<file path="config.mk">
export PLATFORM = sky130hd
export DESIGN_NAME = abba_alu
export DESIGN_NICKNAME = d
export VERILOG_FILES = /design/src/rtl/abba_pkg.sv /design/src/rtl/abba_alu.sv /design/src/rtl/abba_divider.sv /design/src/rtl/abba_bcd_addsub.sv
export VERILOG_INCLUDE_DIRS = /design/src /design/src/rtl
export SDC_FILE = /design/constraint.sdc
export NUM_CORES = 1
export LEC_CHECK = 0
export BUFFER_PORTS_ARGS = -buffer_cell sky130_fd_sc_hd__buf_2
export CAP_MARGIN = 20
export CORE_MARGIN = 1.5
export CORE_UTILIZATION = 51
export CTS_BUF_LIST = sky130_fd_sc_hd__clkbuf_4 sky130_fd_sc_hd__clkbuf_8 sky130_fd_sc_hd__clkbuf_16
export DETAILED_ROUTE_END_ITERATION = 6
export GPL_ROUTABILITY_DRIVEN = 0
export PLACE_DENSITY = 0.72
export SYNTH_ARGS = -nofsm -noshare
export SYNTH_HDL_FRONTEND = slang
export SYNTH_SLANG_ARGS = --single-unit
</file>
<file path="constraint.sdc">
create_clock -name clk -period 8.8 [get_ports clk]
set_input_delay 0.88 -clock clk [delete_from_list [all_inputs] [get_ports clk]]
set_output_delay 0.88 -clock clk [all_outputs]
set_load 0.02 [all_outputs]
</file>
<file path="src/rtl/abba_map.svh">
/*
 Widths, counts and reset values of the accumulator binary and BCD datapath.
 Assumes it is included by its bare name from the rtl folder.
*/
`ifndef ABBA_MAP_SVH
`define ABBA_MAP_SVH

// ****************************************
// Widths
// ****************************************
`define ABBA_ACC_W 32
`define ABBA_OPND_W 16
`define ABBA_CNT_W 6
`define ABBA_DIGITS 8
`define ABBA_LOW_DIGITS 4

// ****************************************
// Counts and reset values
// ****************************************
`define ABBA_DIV_STEPS 6'd32
`define ABBA_BITS_MAX 6'd32
`define ABBA_ACC_RST 32'h0000_0000
`define ABBA_WORD_RST 16'h0000

`endif

</file>
<file path="src/rtl/abba_pkg.sv">
/*
 Types of the accumulator binary and BCD datapath: instruction codes and sequencer states.
 Assumes nothing of its surroundings.
*/
package abba_pkg;

   // ****************************************
   // Instructions
   // ****************************************
   typedef enum logic [2:0] {
      binary_divide_op,
      binary_increment_op,
      binary_decrement_op,
      bitrange_bcd_add_op,
      bitrange_bcd_subtract_op
   } abba_op_e;

   // ****************************************
   // States
   // ****************************************
   typedef enum logic [0:0] {
      abba_st_idle,
      abba_st_divide
   } abba_state_e;

endpackage : abba_pkg

</file>
<file path="src/rtl/abba_alu.sv">
/*
 Accumulator datapath: binary divide, binary increment and decrement of a memory word,
 BCD add and subtract of a discrete-bit range, and the status flags they drive.
 Assumes the sequencer has resolved every operand (constant, direct or pointer word,
 bit window starting at the addressed bit) and holds the memory address for write-back.
*/
// Operation
// - Divide 32-bit accumulator by 16-bit divisor.
// - Divisor is constant or memory word.
// - Divide uses plain binary, not BCD.
// - Quotient to accumulator, remainder to stack.
// - Remainder fills 32 bits, upper bits zero.
// - Divide sets overflow when operand unusable.
// - Zero flag set when result is zero.
// - Negative flag for divide, BCD add, subtract.
// - Flags hold until same-flag instruction runs.
// - Increment adds one, writes word back.
// - Decrement subtracts one, writes word back.
// - BCD add accumulator and bit range, 32-bit.
// - BCD subtract bit range from accumulator.
// - Bit range is 1 to 32 bits.
// - BCD results replace accumulator contents.
// - Carry out of low 16 sets flag.
// - Carry out of 32 bits sets flag.
// - Borrow from low 16 sets flag.
// - Borrow from 32 bits sets flag.
// - Non-decimal nibble sets invalid BCD flag.
`timescale 1ns/100ps
`default_nettype none
`include "abba_map.svh"

module abba_alu
   import abba_pkg::*;
(
   // Clock and reset
   input wire logic clk,
   input wire logic rst_b,
   // Instruction request
   input wire logic cmd_valid,
   input wire abba_op_e cmd_op,
   input wire logic [`ABBA_OPND_W-1:0] cmd_operand,
   input wire logic [`ABBA_ACC_W-1:0] bit_window,
   input wire logic [`ABBA_CNT_W-1:0] bit_count,
   // Accumulator load
   input wire logic acc_load,
   input wire logic [`ABBA_ACC_W-1:0] acc_load_value,
   // Results
   output logic busy,
   output logic done,
   output logic [`ABBA_ACC_W-1:0] acc,
   output logic [`ABBA_ACC_W-1:0] stack1,
   output logic stack1_write,
   output logic mem_wr,
   output logic [`ABBA_OPND_W-1:0] mem_wr_data,
   // Status flags
   output logic operand_overflow_flag,
   output logic zero_result_flag,
   output logic borrow16_flag,
   output logic borrow32_flag,
   output logic carry16_flag,
   output logic carry32_flag,
   output logic negative_result_flag,
   output logic invalid_bcd_flag
);

   // ****************************************
   // Reset release
   // ****************************************
   logic rst_meta_b;
   logic rst_sync_b;

   always_ff @(posedge clk or negedge rst_b)
   begin
      if (!rst_b)
      begin
         rst_meta_b <= 1'b0;
         rst_sync_b <= 1'b0;
      end
      else
      begin
         rst_meta_b <= 1'b1;
         rst_sync_b <= rst_meta_b;
      end
   end

   // ****************************************
   // Operand shaping
   // ****************************************
   function automatic logic [`ABBA_ACC_W-1:0] range_mask(input logic [`ABBA_CNT_W-1:0] n);
      logic [`ABBA_ACC_W:0] ones;
      ones = ({{`ABBA_ACC_W{1'b0}}, 1'b1} << n) - 33'h1;
      range_mask = (n >= `ABBA_BITS_MAX) ? {`ABBA_ACC_W{1'b1}} : ones[`ABBA_ACC_W-1:0];
   endfunction : range_mask

   abba_state_e state;
   logic take;
   logic take_div;
   logic div_start;
   logic div_done;
   logic [`ABBA_ACC_W-1:0] div_quot;
   logic [`ABBA_OPND_W-1:0] div_rem;
   logic [`ABBA_ACC_W-1:0] range_val;
   logic [`ABBA_ACC_W-1:0] bcd_res;
   logic bcd_cy16;
   logic bcd_cy32;
   logic bcd_bad;
   logic [`ABBA_OPND_W-1:0] step_res;
   logic is_bcd;
   logic is_sub;

   assign take = cmd_valid && (state == abba_st_idle);
   assign take_div = take && (cmd_op == binary_divide_op);
   assign div_start = take_div && (cmd_operand != `ABBA_WORD_RST);
   assign range_val = bit_window & range_mask(bit_count);
   assign is_sub = cmd_op == bitrange_bcd_subtract_op;
   assign is_bcd = (cmd_op == bitrange_bcd_add_op) || is_sub;
   assign step_res = (cmd_op == binary_increment_op) ? 16'(cmd_operand + 16'h0001)
                                                     : 16'(cmd_operand - 16'h0001);

   abba_divider u_divider (
      .clk(clk),
      .rst_b(rst_sync_b),
      .start(div_start),
      .dividend(acc),
      .divisor(cmd_operand),
      .done(div_done),
      .quotient(div_quot),
      .remainder(div_rem)
   );

   abba_bcd_addsub u_bcd (
      .subtract(is_sub),
      .a(acc),
      .b(range_val),
      .result(bcd_res),
      .cy16(bcd_cy16),
      .cy32(bcd_cy32),
      .invalid(bcd_bad)
   );

   // ****************************************
   // Sequencer
   // ****************************************
   always_ff @(posedge clk or negedge rst_sync_b)
   begin
      if (!rst_sync_b)
      begin
         state <= abba_st_idle;
         busy <= 1'b0;
         done <= 1'b0;
      end
      else
      begin
         done <= 1'b0;
         case (state)
            abba_st_idle:
            begin
               if (div_start)
               begin
                  state <= abba_st_divide;
                  busy <= 1'b1;
               end
               else if (take)
               begin
                  done <= 1'b1;
               end
            end
            abba_st_divide:
            begin
               if (div_done)
               begin
                  state <= abba_st_idle;
                  busy <= 1'b0;
                  done <= 1'b1;
               end
            end
            default:
            begin
               state <= abba_st_idle;
               busy <= 1'b0;
            end
         endcase
      end
   end

   // ****************************************
   // Accumulator, stack and memory write-back
   // ****************************************
   always_ff @(posedge clk or negedge rst_sync_b)
   begin
      if (!rst_sync_b)
      begin
         acc <= `ABBA_ACC_RST;
         stack1 <= `ABBA_ACC_RST;
         stack1_write <= 1'b0;
         mem_wr <= 1'b0;
         mem_wr_data <= `ABBA_WORD_RST;
      end
      else
      begin
         stack1_write <= 1'b0;
         mem_wr <= 1'b0;
         if ((state == abba_st_divide) && div_done)
         begin
            acc <= div_quot;
            stack1 <= {16'h0000, div_rem};
            stack1_write <= 1'b1;
         end
         else if (take && is_bcd)
         begin
            acc <= bcd_res;
         end
         else if (take && ((cmd_op == binary_increment_op) || (cmd_op == binary_decrement_op)))
         begin
            mem_wr <= 1'b1;
            mem_wr_data <= step_res;
         end
         else if ((state == abba_st_idle) && !cmd_valid && acc_load)
         begin
            acc <= acc_load_value;
         end
      end
   end

   // ****************************************
   // Status flags
   // ****************************************
   always_ff @(posedge clk or negedge rst_sync_b)
   begin
      if (!rst_sync_b)
      begin
         operand_overflow_flag <= 1'b0;
         zero_result_flag <= 1'b0;
         negative_result_flag <= 1'b0;
      end
      else if ((state == abba_st_divide) && div_done)
      begin
         operand_overflow_flag <= 1'b0;
         zero_result_flag <= div_quot == `ABBA_ACC_RST;
         negative_result_flag <= div_quot[`ABBA_ACC_W-1];
      end
      else if (take_div && !div_start)
      begin
         operand_overflow_flag <= 1'b1;
         zero_result_flag <= acc == `ABBA_ACC_RST;
         negative_result_flag <= acc[`ABBA_ACC_W-1];
      end
      else if (take && is_bcd)
      begin
         zero_result_flag <= bcd_res == `ABBA_ACC_RST;
         negative_result_flag <= bcd_res[`ABBA_ACC_W-1];
      end
      else if (take && !take_div)
      begin
         zero_result_flag <= step_res == `ABBA_WORD_RST;
      end
   end

   always_ff @(posedge clk or negedge rst_sync_b)
   begin
      if (!rst_sync_b)
      begin
         carry16_flag <= 1'b0;
         carry32_flag <= 1'b0;
         borrow16_flag <= 1'b0;
         borrow32_flag <= 1'b0;
         invalid_bcd_flag <= 1'b0;
      end
      else if (take && is_bcd)
      begin
         invalid_bcd_flag <= bcd_bad;
         if (is_sub)
         begin
            borrow16_flag <= bcd_cy16;
            borrow32_flag <= bcd_cy32;
         end
         else
         begin
            carry16_flag <= bcd_cy16;
            carry32_flag <= bcd_cy32;
         end
      end
   end

   // ****************************************
   // Checks
   // ****************************************
   logic [`ABBA_ACC_W-1:0] chk_dividend;
   logic [`ABBA_OPND_W-1:0] chk_divisor;

   always_ff @(posedge clk or negedge rst_sync_b)
   begin
      if (!rst_sync_b)
      begin
         chk_dividend <= `ABBA_ACC_RST;
         chk_divisor <= `ABBA_WORD_RST;
      end
      else if (div_start)
      begin
         chk_dividend <= acc;
         chk_divisor <= cmd_operand;
      end
   end
endmodule : abba_alu
`default_nettype wire

</file>
<file path="src/rtl/abba_divider.sv">
/*
 Restoring binary divider, 32-bit dividend by 16-bit divisor, one quotient bit per clock.
 Assumes a nonzero divisor and a start pulse only while it is not running.
*/
`timescale 1ns/100ps
`default_nettype none
`include "abba_map.svh"

module abba_divider
   import abba_pkg::*;
(
   // Clock and reset
   input wire logic clk,
   input wire logic rst_b,
   // Request
   input wire logic start,
   input wire logic [`ABBA_ACC_W-1:0] dividend,
   input wire logic [`ABBA_OPND_W-1:0] divisor,
   // Answer
   output logic done,
   output logic [`ABBA_ACC_W-1:0] quotient,
   output logic [`ABBA_OPND_W-1:0] remainder
);

   logic running;
   logic [`ABBA_CNT_W-1:0] steps;
   logic [`ABBA_OPND_W-1:0] dvsr;
   logic [`ABBA_OPND_W:0] trial;
   logic fits;

   // ****************************************
   // Step
   // ****************************************
   assign trial = {remainder, quotient[`ABBA_ACC_W-1]};
   assign fits = trial >= {1'b0, dvsr};

   always_ff @(posedge clk or negedge rst_b)
   begin
      if (!rst_b)
      begin
         running <= 1'b0;
         steps <= 6'h00;
         dvsr <= `ABBA_WORD_RST;
         quotient <= `ABBA_ACC_RST;
         remainder <= `ABBA_WORD_RST;
         done <= 1'b0;
      end
      else
      begin
         done <= 1'b0;
         if (start)
         begin
            running <= 1'b1;
            steps <= `ABBA_DIV_STEPS;
            dvsr <= divisor;
            quotient <= dividend;
            remainder <= `ABBA_WORD_RST;
         end
         else if (running)
         begin
            if (fits)
            begin
               remainder <= 16'(trial - {1'b0, dvsr});
            end
            else
            begin
               remainder <= trial[`ABBA_OPND_W-1:0];
            end
            quotient <= {quotient[`ABBA_ACC_W-2:0], fits};
            steps <= steps - 6'h01;
            if (steps == 6'h01)
            begin
               running <= 1'b0;
               done <= 1'b1;
            end
         end
      end
   end

endmodule : abba_divider
`default_nettype wire

</file>
<file path="src/rtl/abba_bcd_addsub.sv">
/*
 Combinational eight-digit BCD adder and subtractor with digit-4 and digit-8 carry or borrow.
 Assumes both operands are presented at full width; invalid digits are reported, not corrected.
*/
`timescale 1ns/100ps
`default_nettype none
`include "abba_map.svh"

module abba_bcd_addsub
   import abba_pkg::*;
(
   // Operands
   input wire logic subtract,
   input wire logic [`ABBA_ACC_W-1:0] a,
   input wire logic [`ABBA_ACC_W-1:0] b,
   // Result
   output logic [`ABBA_ACC_W-1:0] result,
   output logic cy16,
   output logic cy32,
   output logic invalid
);

   function automatic logic bad_digit(input logic [3:0] d);
      bad_digit = d > 4'h9;
   endfunction : bad_digit

   logic [`ABBA_DIGITS:0] cy;
   logic [`ABBA_DIGITS-1:0] bad;

   // ****************************************
   // Digit chain
   // ****************************************
   assign cy[0] = 1'b0;

   for (genvar i = 0; i < `ABBA_DIGITS; i++)
   begin : g_digit
      logic [3:0] da;
      logic [3:0] db;
      logic [4:0] raw;
      logic [4:0] fixed;
      assign da = a[4*i+3:4*i];
      assign db = b[4*i+3:4*i];
      assign raw = subtract ? ({1'b0, da} - {1'b0, db} - {4'h0, cy[i]})
                            : ({1'b0, da} + {1'b0, db} + {4'h0, cy[i]});
      assign cy[i+1] = subtract ? raw[4] : (raw > 5'h09);
      assign fixed = subtract ? (raw + 5'h0a) : (raw + 5'h06);
      assign result[4*i+3:4*i] = cy[i+1] ? fixed[3:0] : raw[3:0];
      assign bad[i] = bad_digit(da) | bad_digit(db);
   end

   assign cy16 = cy[`ABBA_LOW_DIGITS];
   assign cy32 = cy[`ABBA_DIGITS];
   assign invalid = |bad;

endmodule : abba_bcd_addsub
`default_nettype wire

</file>
## After elaboration in Yosys (flattened, before gate mapping)

Index checks and enable logic that the tools add are counted.

- Register bits: 151
- Input bits: 93
- Output and inout port bits: 92
- Word-level logic and storage cells: 229

- $add $sub $neg: 51
- Order comparisons: 26
- Equal/unequal tests: 8
- Shift operators: 1
- Multiplexer cells: 74
- Bitwise operators: 13
- Reduce and logical (&&, ||, !) cells: 32

Operator list:

| kind | number |
|---|---|
| 2-to-1 mux 32 bit | 7 |
| zero test 32 bit | 3 |
| greater-than comparator 4 bit (second input constant) | 16 |
| 2-to-1 mux 16 bit | 4 |
| 2-to-1 mux 4 bit | 16 |
| adder 4 x 4 -> 5 bit | 8 |
| greater-than comparator 5 x 4 -> 1 bit (second input constant) | 8 |
| 2-to-1 mux 5 bit | 8 |
| subtractor 4 x 4 -> 5 bit | 8 |
| adder 5 x 1 -> 5 bit | 7 |
| subtractor 5 x 1 -> 5 bit | 7 |
| 2-to-1 mux 1 bit | 34 |
| adder 4 x 3 -> 4 bit (second input constant) | 8 |
| adder 4 bit (second input constant) | 8 |
| bitwise AND 32 bit | 1 |
| left shift 1 x 6 -> 32 bit (first input constant) | 1 |
| subtractor 32 x 1 -> 32 bit (second input constant) | 1 |
| >= comparator 17 x 16 -> 1 bit | 1 |
| adder 16 x 1 -> 16 bit (second input constant) | 1 |
| zero test 16 bit | 1 |
| nonzero test 16 bit | 1 |
| subtractor 16 x 1 -> 16 bit (second input constant) | 1 |
| subtractor 16 bit | 1 |
| 2-to-1 mux 6 bit | 2 |
| 22 further kinds | 52 |

## Longest topological paths before layout

Gate-level depths: netlist of the first run.

- Depth after elaboration: 41
- Depth in mapped cells: 89
- Depth with buffers taken out: 86

## Hierarchy

From an unflattened synthesis of the first run, not the netlist that was laid out.

- Cells, all modules: 1,755
- Area, all modules: 14,565.2 um^2

By module, submodules not included:

| module | times used | cells an instance | area each (um^2) | seq. area each (um^2) |
|---|---|---|---|---|
| abba_alu | 1 | 658 | 5,609.1 | 1,976.9 |
| abba_bcd_addsub | 1 | 632 | 4,729.5 | 0.0 |
| abba_divider | 1 | 465 | 4,226.6 | 1,801.7 |

## Worst setup path after synthesis of the first run

No wires, ideal clock.

- Kind: input to register
- From: input bit_count[2]
- To: register zero_result_flag
- Setup time: 0.095 ns
- Arrival: 17.776 ns
- Data required time: 8.705 ns
- Slack: -9.071 ns
- Stages: 77
- Path buffers: 2
- Path through: clkbuf_1 -> nor4_1 -> nand2_1 -> ha_1 -> inv_1 -> o21ai_0 -> ha_1 -> nor2_1 -> xor2_1 -> ha_1 -> nor2b_1 -> a221oi_1 -> xor2_1 -> o21ai_0 -> o31ai_1 -> inv_1 -> fa_1 -> inv_1 -> [... 41 more ...] -> nand2b_1 -> a21oi_1 -> mux2i_1 -> or2_2 -> o22ai_2 -> inv_1 -> fa_1 -> inv_1 -> ha_1 -> o21a_1 -> o21ai_0 -> a21oi_1 -> or3_1 -> a21oi_1 -> mux2_2 -> nor4_1 -> a41oi_1 -> o31ai_1

- Longest elaborated chain between the ends: 41
- Elaborated cells on any way between the ends: 95
- Classes of those cells: add/sub: 47; order compare: 9; shift: 1; mux: 36; bitwise: 1; reduce/logical: 1

Ends and longest elaborated chain:

| what | line | source |
|---|---|---|
| start, declared | abba_alu.sv:43 | `` input wire logic [`ABBA_CNT_W-1:0] bit_count, `` |
| left shift 1 x 6 -> 32 bit | abba_alu.sv:91 | `` ones = ({{`ABBA_ACC_W{1'b0}}, 1'b1} << n) - 33'h1; `` |
| subtractor 32 x 1 -> 32 bit | abba_alu.sv:91 |  |
| 2-to-1 mux 32 bit * | abba_alu.sv:92 | `` range_mask = (n >= `ABBA_BITS_MAX) ? {`ABBA_ACC_W{1'b1}} : ones[`ABBA_ACC_W-1:0]; `` |
| bitwise AND 32 bit * | abba_alu.sv:114 | `assign range_val = bit_window & range_mask(bit_count);` |
| adder 4 x 4 -> 5 bit / subtractor 4 x 4 -> 5 bit (equally long branches) | abba_bcd_addsub.sv:44, abba_bcd_addsub.sv:43 |  |
| 2-to-1 mux 5 bit | abba_bcd_addsub.sv:43 | `assign raw = subtract ? ({1'b0, da} - {1'b0, db} - {4'h0, cy[i]})` |
| greater-than comparator 5 x 4 -> 1 bit | abba_bcd_addsub.sv:45 | `assign cy[i+1] = subtract ? raw[4] : (raw > 5'h09);` |
| 2-to-1 mux 1 bit | abba_bcd_addsub.sv:45 |  |
| [... 12 more ...] | n/a |  |
| named net bcd_cy16 | abba_alu.sv:104 | `logic bcd_cy16;` |
| [... 13 more ...] | n/a |  |
| 2-to-1 mux 5 bit | abba_bcd_addsub.sv:43 |  |
| adder 4 x 3 -> 4 bit (tied with other cells) | abba_bcd_addsub.sv:46 | `assign fixed = subtract ? (raw + 5'h0a) : (raw + 5'h06);` |
| 2-to-1 mux 4 bit / 2-to-1 mux 1 bit (equally long branches) | abba_bcd_addsub.sv:46, abba_bcd_addsub.sv:45 |  |
| 2-to-1 mux 4 bit | abba_bcd_addsub.sv:47 | `assign result[4*i+3:4*i] = cy[i+1] ? fixed[3:0] : raw[3:0];` |
| zero test 32 bit (no source line) * | n/a |  |
| 2-to-1 mux 1 bit * | abba_alu.sv:248 | `else if (take && is_bcd)` |
| 2-to-1 mux 1 bit * | abba_alu.sv:242 | `else if (take_div && !div_start)` |
| 2-to-1 mux 1 bit * | abba_alu.sv:236 | `else if ((state == abba_st_divide) && div_done)` |
| end signal, assigned | abba_alu.sv:239 | `` zero_result_flag <= div_quot == `ABBA_ACC_RST; `` |
| end signal, assigned | abba_alu.sv:245 | `` zero_result_flag <= acc == `ABBA_ACC_RST; `` |
| end signal, assigned | abba_alu.sv:250 | `` zero_result_flag <= bcd_res == `ABBA_ACC_RST; `` |
| end, declared | abba_alu.sv:57 | `output logic zero_result_flag,` |

The timed path passes the listed nets; every way through them passes the cells marked *.
A chain may end at the register's enable or synchronous reset.

## Worst setup path after layout of the first run

- From: input bit_count[4]
- To: register zero_result_flag

The elaborated chain is that of the path after synthesis.

==> impl_table.tex, run 1 <==
\begin{tabular}{lr}
\hline
Metric & Value \\
\hline
\multicolumn{2}{l}{\textbf{Status}} \\
\quad Result of the run & complete, but fails checks \\
\quad Violations in the final reports & setup timing \\
\multicolumn{2}{l}{\textbf{Worst setup path}} \\
\quad Crit path top cell by count & sky130\_fd\_sc\_hd\_\_fa\_2 \\
\quad Type of the worst setup path & in2reg \\
\quad Slowest cell on the critical path & sky130\_fd\_sc\_hd\_\_fa\_1 \\
\quad CP endpoint kind & register \\
\quad R2r endpoint & zero\_result\_flag\$\_DFFE\_PN0P\_ \\
\quad Type of element launching the critical path & primary input \\
\quad Arrival time of the worst setup path & 16850 ps \\
\quad Worst-case register-to-register setup slack & -6280 ps \\
\quad Biggest fanout along the worst timing path & 4 \\
\quad FF-to-FF Start & acc[0]\$\_DFFE\_PN0P\_ \\
\quad Worst reg-to-reg path cell count & 71 \\
\quad Data required time of the worst path & 9130 ps \\
\quad Maximum cell stage delay along the critical path & 610 ps \\
\multicolumn{2}{l}{\textbf{STA}} \\
\quad Unrepaired setup endpoints after global routing & true \\
\quad Share of the cycle needed by the critical path after routing & 188\% \\
\quad Worst slew slack as a fraction of its limit & 32.1\% \\
\quad Setup-violating endpoint count in the final report & 25 \\
\quad Peak clock frequency supported by timing & 60.5 MHz \\
\quad Clock period minus final worst setup slack & 16520 ps \\
\quad Worst setup slack after layout & -7720 ps \\
\quad Max Transition Viols Final & 0 \\
\quad Setup Skew & 13.3 ps \\
\quad Transition time of the tightest slew-check pin & 1020 ps \\
\quad Count of final hold-check violations & 0 \\
\multicolumn{2}{l}{\textbf{Floorplanning}} \\
\quad Y dimension of the die & 168 um \\
\quad Num rows & 60 \\
\quad Initial standard-cell utilization of the core & 51.9\% \\
\quad Die area & 0.0284 mm2 \\
\quad IO Pins & 185 \\
\quad Core Area & 0.0269 mm2 \\
\quad Chip Width & 168 um \\
\multicolumn{2}{l}{\textbf{Synthesis}} \\
\quad Synth top area share & 27.1\% \\
\quad Sequential element share of the synthesized area & 27.1\% \\
\quad Number of synthesized register bits & 151 \\
\quad Cell area after technology mapping & 0.0140 mm2 \\
\quad Netlist cell types & 84 \\
\quad Share of flip-flops with an asynchronous set or reset after synthesis & 100\% \\
\quad Post-synth EDFFs & 0 \\
\quad Cells after synthesis & 1710 \\
\quad Top flip-flop cell by instance count after synthesis & sky130\_fd\_sc\_hd\_\_dfrtp\_1 \\
\quad Top-count cell post-synth & sky130\_fd\_sc\_hd\_\_nand2\_1 \\
\quad Yosys Warn Count & 0 \\
\quad Avg Synthesized Cell Area & 8.16 um2 \\
\quad Most common library cells after synthesis & sky130\_fd\_sc\_hd\_\_nand2\_1 (237), sky130\_fd\_sc\_hd\_\_o21ai\_0 (160), sky130\_fd\_sc\_hd\_\_dfrtp\_1 (151) \\
\quad Cell taking the most area after synthesis & sky130\_fd\_sc\_hd\_\_dfrtp\_1 \\
\quad Top post-synthesis cells by area & sky130\_fd\_sc\_hd\_\_dfrtp\_1 (27\%), sky130\_fd\_sc\_hd\_\_ha\_1 (9.9\%), sky130\_fd\_sc\_hd\_\_nand2\_1 (6.4\%), sky130\_fd\_sc\_hd\_\_o21ai\_0 (5.7\%), sky130\_fd\_sc\_hd\_\_fa\_1 (4.6\%) \\
\multicolumn{2}{l}{\textbf{Detailed routing}} \\
\quad Iteration count of the initial detailed-routing pass & 6 \\
\quad Post-route antenna net violation count & 0 \\
\quad DR iter-0 viols & 1479 \\
\quad Avg WL per Cell & 20.0 um \\
\quad Final wirelength & 48.5 mm \\
\quad DRC Markers & 0 \\
\quad Total via count after detailed routing & 14600 \\
\quad DR vias/cell & 6.03 \\
\multicolumn{2}{l}{\textbf{Placed design}} \\
\quad Number of port buffers & 168 \\
\quad Sum of net half-perimeters after detailed placement & 35.3 mm \\
\multicolumn{2}{l}{\textbf{Global route}} \\
\quad Wire length of the first global-routing pass & 75.8 mm \\
\quad Global Route met3 Usage & 6.04\% \\
\quad Total overflow reported by the global router & 0 \\
\quad Number of antenna violations at the first check in global routing & 3 \\
\quad GR met1 Demand/Resource & 45.6\% \\
\quad GRT busiest layer & met2 \\
\quad Maximum number of pins on one net before global-route repair & 104 \\
\quad Global-route usage over all layers & 34.0\% \\
\quad Number of global-route vias before repair & 14200 \\
\quad GR Layer Usage met2 & 53.9\% \\
\multicolumn{2}{l}{\textbf{Min path}} \\
\quad Type of the worst min-delay path & in2async \\
\multicolumn{2}{l}{\textbf{Clock tree}} \\
\quad CTS max path bufs & 2 \\
\quad Clock transition at the registers of the reported paths & 60 ps \\
\quad Sinks on the clock net & 151 \\
\quad Library cell used as clock root buffer & sky130\_fd\_sc\_hd\_\_clkbuf\_16 \\
\quad H-tree Lvls & 4 \\
\quad Clock tree from TritonCTS & yes \\
\quad Clock latency at the later pin of the worst-skew pair & 430 ps \\
\quad Number of buffers created by CTS & 17 \\
\multicolumn{2}{l}{\textbf{Finish}} \\
\quad Nets & 2304 \\
\quad Sequential cell area & 0.00378 mm2 \\
\quad Area growth from synthesis to final layout & 30.9\% \\
\quad Fill cell count & 2126 \\
\quad Area of the multi-input gates & 0.0101 mm2 \\
\quad End-of-flow core utilization & 68.0\% \\
\quad Share of layout cells above drive strength 1 & 31.4\% \\
\multicolumn{2}{l}{\textbf{Pwr}} \\
\quad Cell area power density & 503 mW/mm2 \\
\quad Worst supply voltage drop on vdd & 0.000232 V \\
\quad Power, Total & 0.00918 W \\
\quad Static leakage & 8.77 nW \\
\multicolumn{2}{l}{\textbf{Flow run}} \\
\quad Maximum Capacitance Violations & 0 \\
\hline
\end{tabular}
==> metrics by stage <==
step | worst slack [ps] | cell area (um2) | hold WS [ps] | instances | setup TNS [ps]
floorplan | -7540 | 14300 | 331 | 1725 | -102330
global placement | -7570 | 16800 | 336 | 2360 | -107330
detailed placement | -8110 | 16800 | 350 | 2360 | -117650
CTS | -7330 | 17800 | 222 | 2411 | -101290
global route | -8330 | 18300 | 225 | 2426 | -119850
finish | -7720 | 18300 | 229 | 2427 | -107290
==> worst max-delay path, delay by kind of cell <==
kind | cells | cell delay [ps]
xor+xnor | 4 | 740
fa+ha+maj | 17 | 5940
compound gates | 22 | 3430
buf+inv | 12 | 1010
simple gates | 21 | 4170
mux | 3 | 700
==> cells in the final DEF, fill, tap and decap left out, types with 10 or more instances in the layout <==
| cell | n |
|---|---|
| sky130_fd_sc_hd__buf_4 | 247 |
| sky130_fd_sc_hd__nand2_1 | 233 |
| sky130_fd_sc_hd__buf_2 | 166 |
| sky130_fd_sc_hd__dfrtp_1 | 149 |
| sky130_fd_sc_hd__o21ai_0 | 132 |
| sky130_fd_sc_hd__inv_1 | 102 |
| sky130_fd_sc_hd__ha_1 | 95 |
| sky130_fd_sc_hd__nor2_1 | 94 |
| sky130_fd_sc_hd__a21oi_1 | 63 |
| sky130_fd_sc_hd__mux2i_1 | 47 |
| sky130_fd_sc_hd__xnor2_1 | 44 |
| sky130_fd_sc_hd__nor3_1 | 35 |
| sky130_fd_sc_hd__xor2_1 | 33 |
| sky130_fd_sc_hd__nand2b_1 | 30 |
| sky130_fd_sc_hd__nor4_1 | 29 |
| sky130_fd_sc_hd__inv_2 | 23 |
| sky130_fd_sc_hd__o31ai_1 | 21 |
| sky130_fd_sc_hd__o22ai_1 | 21 |
| sky130_fd_sc_hd__fa_2 | 21 |
| sky130_fd_sc_hd__a21o_1 | 20 |
| sky130_fd_sc_hd__nor2b_1 | 19 |
| sky130_fd_sc_hd__o21ai_1 | 19 |
| sky130_fd_sc_hd__a31oi_1 | 18 |
| sky130_fd_sc_hd__o21a_1 | 18 |
| sky130_fd_sc_hd__conb_1 | 17 |
| sky130_fd_sc_hd__clkbuf_16 | 17 |
| sky130_fd_sc_hd__a21oi_2 | 14 |
| sky130_fd_sc_hd__nand3_1 | 14 |
| sky130_fd_sc_hd__nand4_1 | 14 |
| sky130_fd_sc_hd__and2_1 | 13 |
| sky130_fd_sc_hd__nand3b_1 | 13 |
| sky130_fd_sc_hd__o21ai_2 | 11 |
| sky130_fd_sc_hd__fa_1 | 11 |
| sky130_fd_sc_hd__buf_6 | 11 |
| sky130_fd_sc_hd__o221ai_1 | 10 |
==> sequential cells by signal, summed over array words and instances (netlist names), 6 cells and up <==
register / count
u_divider.remainder: 16
acc: 32
u_divider.dvsr: 16
stack1: 16
u_divider.quotient: 32
u_divider.steps: 6
mem_wr_data: 16
==> cell type report <==
class / instances / area share, %
antenna: 4 / 0.0548
clock buffer: 19 / 2.48
clock inverter: 13 / 0.938
inverter: 125 / 2.57
multi-input combinational: 1350 / 55.5
sequential: 151 / 20.7
tap: 341 / 2.34
timing repair buffer: 424 / 15.4
==> per-layer routing <==
| layer | vias to the layer above | part of all wire, % |
|---|---|---|
| met3 | 154 | 8.6 |
| met1 | 6979 | 42 |
| met5 | - | 0 |
| met4 | 0 | 4.3 |
| met2 | 759 | 45 |
| li1 | 6732 | - |
==> kinds of logic after synthesis <==
group | Yosys count | synth area share [%]
and+or+nand+nor | 578 | 20.0
AOI/OAI and AO/OA | 464 | 21.2
xor gates and xnor gates | 88 | 5.93
muxes | 61 | 4.47
other | 2 | 0.0538
buffers and inverters | 224 | 6.74
DFF | 151 | 27.1
adders and majority gates | 142 | 14.5
==> repair_timing <==
| item | 4_1_cts | 5_1_grt |
|---|---|---|
| endpoints found under the setup margin | 24 | 26 |
| resized for setup | 44 | 92 |
| pin swaps | 51 | 84 |
| buffers inserted | 20 | 18 |
| hold buffers | 0 | 0 |
| hold endpoints to repair | 0 | 0 |
==> power breakdown <==
group	total, W	switching [W]	internal [W]
clock network	0.000783	0.000318	0.000465
registers	0.00138	0.000369	0.00101
logic	0.00702	0.00369	0.00334
total	0.00918	0.00437	0.00481
==> worst max-delay path by stage <==
stage / start / end / cells past startpoint
after floorplan: bit_count[3] / zero_result_flag$_DFFE_PN0P_ / 78
after global placement: bit_count[4] / zero_result_flag$_DFFE_PN0P_ / 77
after detailed placement: bit_count[4] / zero_result_flag$_DFFE_PN0P_ / 76
after CTS: bit_count[2] / zero_result_flag$_DFFE_PN0P_ / 78
after global routing: bit_count[4] / zero_result_flag$_DFFE_PN0P_ / 83
final: bit_count[4] / zero_result_flag$_DFFE_PN0P_ / 79
Note: power is estimated with default switching activity, not from simulation.
==> inputs of run 2 (changes only) <==
--- a/config.mk
+++ b/config.mk
@@ -8,12 +8,12 @@
 export LEC_CHECK = 0
 export BUFFER_PORTS_ARGS = -buffer_cell sky130_fd_sc_hd__buf_2
 export CAP_MARGIN = 20
-export CORE_MARGIN = 1.5
 export CORE_UTILIZATION = 51
 export CTS_BUF_LIST = sky130_fd_sc_hd__clkbuf_4 sky130_fd_sc_hd__clkbuf_8 sky130_fd_sc_hd__clkbuf_16
+export CTS_CLUSTER_SIZE = 14
 export DETAILED_ROUTE_END_ITERATION = 6
 export GPL_ROUTABILITY_DRIVEN = 0
-export PLACE_DENSITY = 0.72
+export PLACE_DENSITY_LB_ADDON = 0.2
 export SYNTH_ARGS = -nofsm -noshare
 export SYNTH_HDL_FRONTEND = slang
 export SYNTH_SLANG_ARGS = --single-unit
==> run 2 against run 1 <==
Net effect: the run still ends with setup timing left; via count up 2.7%; register-to-register slack worse by 750 ps; clock power down 1%; core utilization up 1.7 points; combinational power up 7.0%; largest cell class unchanged; largest power group unchanged; highest routed layer is now met5.
==> impl_table.tex, run 2 (synthesis gave the netlist of run 1 again) <==
\begin{tabular}{lr}
\hline
Metric & Value \\
\hline
\multicolumn{2}{l}{\textbf{Clock tree}} \\
\quad Number of buffers created by CTS & 17 \\
\quad Clock latency at the later pin of the worst-skew pair & 430 ps \\
\quad Sinks on the clock net & 151 \\
\quad Library cell used as clock root buffer & sky130\_fd\_sc\_hd\_\_clkbuf\_16 \\
\quad H-tree Lvls & 4 \\
\quad Clock tree from TritonCTS & yes \\
\quad CTS max path bufs & 2 \\
\quad Clock transition at the registers of the reported paths & 60 ps \\
\multicolumn{2}{l}{\textbf{Floorplanning}} \\
\quad Core Area & 0.0269 mm2 \\
\quad Chip Width & 167 um \\
\quad Num rows & 60 \\
\quad IO Pins & 185 \\
\quad Y dimension of the die & 167 um \\
\quad Initial standard-cell utilization of the core & 51.9\% \\
\quad Die area & 0.0280 mm2 \\
\multicolumn{2}{l}{\textbf{Placed design}} \\
\quad Sum of net half-perimeters after detailed placement & 35.1 mm \\
\quad Pre-CTS WS & -8170 ps \\
\quad Number of port buffers & 168 \\
\quad Cell total after placement & 2368 \\
\multicolumn{2}{l}{\textbf{Finish}} \\
\quad Share of layout cells above drive strength 1 & 33.2\% \\
\quad Fin cells & 2480 \\
\quad Sequential cell area & 0.00378 mm2 \\
\quad Fill cell count & 2120 \\
\quad Nets & 2356 \\
\quad Top Registers & acc: 32 flops, u\_divider.quotient: 32 flops \\
\quad Commonest non-fill, non-tap cell in the layout & sky130\_fd\_sc\_hd\_\_buf\_4 \\
\quad Area growth from synthesis to final layout & 34.1\% \\
\quad Most frequent cells in the layout & sky130\_fd\_sc\_hd\_\_buf\_4 (289), sky130\_fd\_sc\_hd\_\_nand2\_1 (231), sky130\_fd\_sc\_hd\_\_buf\_2 (166) \\
\quad Area of the multi-input gates & 0.0101 mm2 \\
\multicolumn{2}{l}{\textbf{STA}} \\
\quad Transition time of the tightest slew-check pin & 946 ps \\
\quad Peak clock frequency supported by timing & 57.9 MHz \\
\quad Setup-violating endpoint count in the final report & 24 \\
\quad Worst slew slack as a fraction of its limit & 36.4\% \\
\quad Share of the cycle needed by the critical path after routing & 196\% \\
\quad Clock period minus final worst setup slack & 17260 ps \\
\quad Count of final hold-check violations & 0 \\
\quad Unrepaired setup endpoints after global routing & true \\
\quad Setup Skew & 8.65 ps \\
\quad Max Transition Viols Final & 0 \\
\quad Worst setup slack after layout & -8460 ps \\
\multicolumn{2}{l}{\textbf{Worst setup path}} \\
\quad Arrival time of the worst setup path & 17600 ps \\
\quad Total buffers and inverters traversed by the critical path & 13 \\
\quad Biggest fanout along the worst timing path & 4 \\
\quad Data required time of the worst path & 9140 ps \\
\quad Maximum cell stage delay along the critical path & 610 ps \\
\quad Slowest cell on the critical path & sky130\_fd\_sc\_hd\_\_fa\_1 \\
\quad Type of the worst setup path & in2reg \\
\quad CP endpoint kind & register \\
\quad Crit-path leading delay family & adder cells \\
\quad Crit path top cell by count & sky130\_fd\_sc\_hd\_\_fa\_2 \\
\quad Type of element launching the critical path & primary input \\
\multicolumn{2}{l}{\textbf{Detailed routing}} \\
\quad Total via count after detailed routing & 15000 \\
\quad Post-route antenna net violation count & 0 \\
\quad DR vias/cell & 6.06 \\
\quad DR iter-0 viols & 1428 \\
\quad DRC Markers & 0 \\
\quad Iteration count of the initial detailed-routing pass & 5 \\
\quad Final wirelength & 50.2 mm \\
\quad Avg WL per Cell & 20.3 um \\
\multicolumn{2}{l}{\textbf{Global route}} \\
\quad Maximum number of pins on one net before global-route repair & 104 \\
\quad GRT busiest layer & met2 \\
\quad Global Route met3 Usage & 8.06\% \\
\quad Number of global-route vias before repair & 14900 \\
\quad GR Layer Usage met2 & 56.5\% \\
\quad Total overflow reported by the global router & 0 \\
\quad Number of antenna violations at the first check in global routing & 5 \\
\quad Global-route usage over all layers & 35.8\% \\
\quad GR met1 Demand/Resource & 45.0\% \\
\quad Wire length of the first global-routing pass & 78.6 mm \\
\multicolumn{2}{l}{\textbf{Status}} \\
\quad Violations in the final reports & setup timing \\
\quad Result of the run & complete, but fails checks \\
\multicolumn{2}{l}{\textbf{Pwr}} \\
\quad Cell area power density & 516 mW/mm2 \\
\quad Switching Share & 47.0\% \\
\quad Part of the power in registers & 14.3\% \\
\quad Clock group share of total power & 8.0\% \\
\quad Power, Total & 0.00966 W \\
\quad Switch Pwr & 0.00454 W \\
\quad Part of the total power dissipated in combinational logic & 77.7\% \\
\quad Internal & 0.00512 W \\
\quad Worst supply voltage drop on vdd & 0.000329 V \\
\quad Static leakage & 9.05 nW \\
\multicolumn{2}{l}{\textbf{Min path}} \\
\quad Type of the worst min-delay path & reg2async \\
\multicolumn{2}{l}{\textbf{Flow run}} \\
\quad Maximum Capacitance Violations & 0 \\
\hline
\end{tabular}
-- run 2: metrics by stage --
stage / area, um2 / TNS, ps / hold slack [ps] / utilization (%)
after floorplan: 14300 / -102330 / 331 / -
after CTS: 18600 / -111890 / 220 / 69.1
final: 18700 / -113640 / 210 / 69.6
after detailed placement: 16900 / -118730 / 356 / 62.8
after global routing: 18700 / -128120 / 223 / 69.6
after global placement: 16900 / -108960 / 336 / 62.8
-- run 2: path summary, 6_finish.rpt --
| kind | depth (start not counted) | endpoint | slack (ps) | startpoint |
|---|---|---|---|---|
| max | 82 | zero_result_flag$_DFFE_PN0P_ | -8460 | bit_count[5] |
| max in group asynchronous | 2 | u_divider.running$_DFF_PN0_ | 7020 | rst_sync_b$_DFF_PN0_ |
| min in group clk | 0 | rst_sync_b$_DFF_PN0_ | 360 | rst_meta_b$_DFF_PN0_ |
| min reg2reg | 0 | u_divider.quotient[19]$_DFFE_PN0P_ | 210 | rst_sync_b$_DFF_PN0_ |
| max reg2reg | 74 | zero_result_flag$_DFFE_PN0P_ | -7030 | acc[0]$_DFFE_PN0P_ |
| min | 0 | u_divider.quotient[19]$_DFFE_PN0P_ | 210 | rst_sync_b$_DFF_PN0_ |
-- run 2: power groups by stage --
stage               clock network, W  logic [W]  registers [W]
floorplan                          0    0.00361        0.00147
global placement                   0    0.00581        0.00136
detailed placement                 0    0.00599        0.00137
CTS                         0.000777    0.00706        0.00137
global route                0.000801    0.00808        0.00142
finish                      0.000772    0.00751        0.00138
-- run 2: final cells by class --
cell class | instances | area share [%]
diodes | 5 | 0.0669
clock buffers | 19 | 2.39
clock inverters | 13 | 0.903
inverters | 125 | 2.51
multi-input cells | 1350 | 54.2
flip-flops and latches | 151 | 20.2
well taps | 341 | 2.28
repair buffers | 476 | 17.5
-- run 2: repair_timing --
action / in CTS / in global routing
pin swaps: 62 / 81
setup endpoints to repair: 25 / 26
hold buffers: 0 / 0
setup buffers: 117 / 33
resized for setup: 54 / 92
-- run 2: worst reg2reg max path, delay by kind of cell, from the launching register on --
family | cells | cell delay, ps
adder cells (fa/ha/maj) | 17 | 6210
AO/OA/AOI/OAI | 20 | 3370
AND/OR/NAND/NOR | 21 | 3880
buffers and inverters | 12 | 1130
XOR/XNOR | 2 | 390
flip-flops | 1 | 340
multiplexers | 2 | 440
-- run 2: metal layers --
layer | up-vias | wire length, um | part of all wire, %
met5 | - | 8 | 0.016
li1 | 6859 | - | -
met1 | 7178 | 20100 | 40
met4 | 2 | 2590 | 5.2
met2 | 776 | 22800 | 45
met3 | 203 | 4750 | 9.5
==> inputs of run 3 (changes only) <==
--- a/config.mk
+++ b/config.mk
@@ -13,7 +13,9 @@
 export CTS_CLUSTER_SIZE = 14
 export DETAILED_ROUTE_END_ITERATION = 6
 export GPL_ROUTABILITY_DRIVEN = 0
+export GPL_TIMING_DRIVEN = 0
 export PLACE_DENSITY_LB_ADDON = 0.2
+export REMOVE_ABC_BUFFERS = 1
 export SYNTH_ARGS = -nofsm -noshare
 export SYNTH_HDL_FRONTEND = slang
 export SYNTH_SLANG_ARGS = --single-unit
==> run 3 against run 2 <==
Net effect: the flow still finishes with violations (setup timing); worst setup slack better by 150 ps; sequential share of layout area is 1.5 points higher; global-route usage is 4.2 points lower; clock power is 7.8% lower; first-iteration DRC count fell by 9.8%; clock skew rose by 0.87 ps; die area stayed put; critical path type unchanged; highest routed layer unchanged.
==> impl_table.tex, run 3 (synthesis gave the netlist of run 1 again) <==
\begin{tabular}{lr}
\hline
Metric & Value \\
\hline
\multicolumn{2}{l}{\textbf{Worst setup path}} \\
\quad Arrival time of the worst setup path & 17450 ps \\
\quad Crit-path leading delay family & adder cells \\
\quad CP endpoint kind & register \\
\quad Worst reg-to-reg path cell count & 73 \\
\quad Type of element launching the critical path & primary input \\
\quad Total buffers and inverters traversed by the critical path & 17 \\
\quad Biggest fanout along the worst timing path & 5 \\
\quad Maximum cell stage delay along the critical path & 600 ps \\
\quad Worst-case register-to-register setup slack & -7030 ps \\
\quad Slowest cell on the critical path & sky130\_fd\_sc\_hd\_\_fa\_2 \\
\quad Type of the worst setup path & in2reg \\
\quad Data required time of the worst path & 9130 ps \\
\quad Source of the critical timing path & bit\_count[3] \\
\quad R2r endpoint & zero\_result\_flag\$\_DFFE\_PN0P\_ \\
\quad Crit path top cell by count & sky130\_fd\_sc\_hd\_\_fa\_2 \\
\quad FF-to-FF Start & acc[0]\$\_DFFE\_PN0P\_ \\
\multicolumn{2}{l}{\textbf{Detailed routing}} \\
\quad DR iter-0 viols & 1288 \\
\quad Avg WL per Cell & 19.8 um \\
\quad Post-route antenna net violation count & 0 \\
\quad DRC Markers & 0 \\
\quad WL met2 & 21.2 mm \\
\quad DR vias/cell & 6.08 \\
\quad Met3 wire length & 2.98 mm \\
\quad Iteration count of the initial detailed-routing pass & 6 \\
\quad Final wirelength & 44.9 mm \\
\quad Total via count after detailed routing & 13800 \\
\quad Top routing layer in use & met5 \\
\quad Metal-1 WL & 18.8 mm \\
\multicolumn{2}{l}{\textbf{Pwr}} \\
\quad Internal & 0.00426 W \\
\quad Switching Share & 49.4\% \\
\quad Power, Total & 0.00841 W \\
\quad Worst supply voltage drop on vdd & 0.000209 V \\
\quad Switch Pwr & 0.00415 W \\
\quad Part of the total power dissipated in combinational logic & 73.3\% \\
\quad Part of the power in registers & 18.2\% \\
\quad Cell area power density & 482 mW/mm2 \\
\quad Static leakage & 8.18 nW \\
\quad Clock group share of total power & 8.5\% \\
\multicolumn{2}{l}{\textbf{Clock tree}} \\
\quad Number of hold buffers added after cts & 0 \\
\quad Clock tree from TritonCTS & yes \\
\quad Clock latency at the later pin of the worst-skew pair & 430 ps \\
\quad Library cell used as clock root buffer & sky130\_fd\_sc\_hd\_\_clkbuf\_16 \\
\quad Clock transition at the registers of the reported paths & 60 ps \\
\quad Number of buffers created by CTS & 17 \\
\quad CTS max path bufs & 2 \\
\quad H-tree Lvls & 4 \\
\quad Sinks on the clock net & 151 \\
\multicolumn{2}{l}{\textbf{Global route}} \\
\quad Number of antenna violations at the first check in global routing & 2 \\
\quad Wire length of the first global-routing pass & 70.3 mm \\
\quad Total overflow reported by the global router & 0 \\
\quad Number of global-route vias before repair & 13200 \\
\quad Global-route usage over all layers & 31.6\% \\
\quad Maximum number of pins on one net before global-route repair & 86 \\
\multicolumn{2}{l}{\textbf{Finish}} \\
\quad N\_diodes & 0 \\
\quad Share of layout cells above drive strength 1 & 25.8\% \\
\quad Area growth from synthesis to final layout & 25.2\% \\
\quad Most frequent cells in the layout & sky130\_fd\_sc\_hd\_\_nand2\_1 (232), sky130\_fd\_sc\_hd\_\_buf\_2 (165), sky130\_fd\_sc\_hd\_\_dfrtp\_1 (149) \\
\quad Commonest non-fill, non-tap cell in the layout & sky130\_fd\_sc\_hd\_\_nand2\_1 \\
\quad Fill cell count & 2251 \\
\quad Top Registers & acc: 32 flops, u\_divider.quotient: 32 flops \\
\quad Nets & 2151 \\
\quad End-of-flow core utilization & 65.0\% \\
\multicolumn{2}{l}{\textbf{STA}} \\
\quad Setup-violating endpoint count in the final report & 25 \\
\quad Setup Skew & 9.53 ps \\
\quad Worst hold-check slack & 231 ps \\
\quad Peak clock frequency supported by timing & 58.4 MHz \\
\quad Worst slew slack as a fraction of its limit & 33.9\% \\
\quad Count of final hold-check violations & 0 \\
\quad Unrepaired setup endpoints after global routing & true \\
\quad Clock period minus final worst setup slack & 17110 ps \\
\quad Worst setup slack after layout & -8310 ps \\
\quad Transition time of the tightest slew-check pin & 983 ps \\
\quad Max Transition Viols Final & 0 \\
\quad Share of the cycle needed by the critical path after routing & 194\% \\
\multicolumn{2}{l}{\textbf{Floorplanning}} \\
\quad Chip Width & 167 um \\
\quad IO Pins & 185 \\
\quad Core Area & 0.0269 mm2 \\
\quad Y dimension of the die & 167 um \\
\quad Initial standard-cell utilization of the core & 51.9\% \\
\quad Die area & 0.0280 mm2 \\
\quad Num rows & 60 \\
\multicolumn{2}{l}{\textbf{Placed design}} \\
\quad Sum of net half-perimeters after detailed placement & 31.9 mm \\
\quad Number of port buffers & 168 \\
\multicolumn{2}{l}{\textbf{Flow run}} \\
\quad Maximum Capacitance Violations & 0 \\
\multicolumn{2}{l}{\textbf{Status}} \\
\quad Violations in the final reports & setup timing \\
\quad Result of the run & complete, but fails checks \\
\multicolumn{2}{l}{\textbf{Min path}} \\
\quad Type of the worst min-delay path & in2async \\
\hline
\end{tabular}
-- run 3: worst max-delay path by stage --
stage	endpoint	slack, ps	cells after the start
after floorplan	zero_result_flag$_DFFE_PN0P_	-9990	70
after global placement	zero_result_flag$_DFFE_PN0P_	-14810	71
after detailed placement	zero_result_flag$_DFFE_PN0P_	-12260	77
after CTS	zero_result_flag$_DFFE_PN0P_	-8110	82
after global routing	zero_result_flag$_DFFE_PN0P_	-8950	79
final	zero_result_flag$_DFFE_PN0P_	-8310	84
-- run 3: cell type report --
cell class                      instances  area [um2]  share of cell area [%]
Inverter                              125         474                    2.71
Sequential cell                       151        3790                    21.7
Timing Repair Buffer                  271        2000                    11.4
Tap cell                              341         427                    2.44
Clock inverter                         13         123                   0.702
Multi-Input combinational cell       1350       10200                    58.5
Clock buffer                           19         447                    2.56
-- run 3: through the flow --
step                instances  instance area (um2)  setup TNS [ps]  setup slack [ps]
floorplan                1626                13500         -159450             -9990
global placement         2135                14800         -276660            -14810
detailed placement       2148                15100         -198320            -12260
CTS                      2246                16900         -111510             -8110
global route             2270                17500         -129150             -8950
finish                   2270                17500         -114530             -8310
-- run 3: timing repair --
item | CTS | global route
buffers inserted | 64 | 26
resized for setup | 167 | 87
gates cloned | 2 | 1
setup endpoints to repair | 30 | 26
pin swaps | 90 | 81
-- run 3: power groups by stage --
stage	Combinational, W	Sequential, W	Clock, W
2_1_floorplan	0.00329	0.00151	0
3_3_place_gp	0.00444	0.00152	0
3_5_place_dp	0.00460	0.00151	0
4_1_cts	0.00558	0.00151	0.000722
5_1_grt	0.00667	0.00157	0.000745
6_report	0.00617	0.00153	0.000712
-- run 3: metal layers --
metal,vias to the layer above,GRT usage [%]
met2,610,52.2
met5,-,0
li1,6419,-
met4,4,13.7
met1,6651,41.2
met3,116,4.70
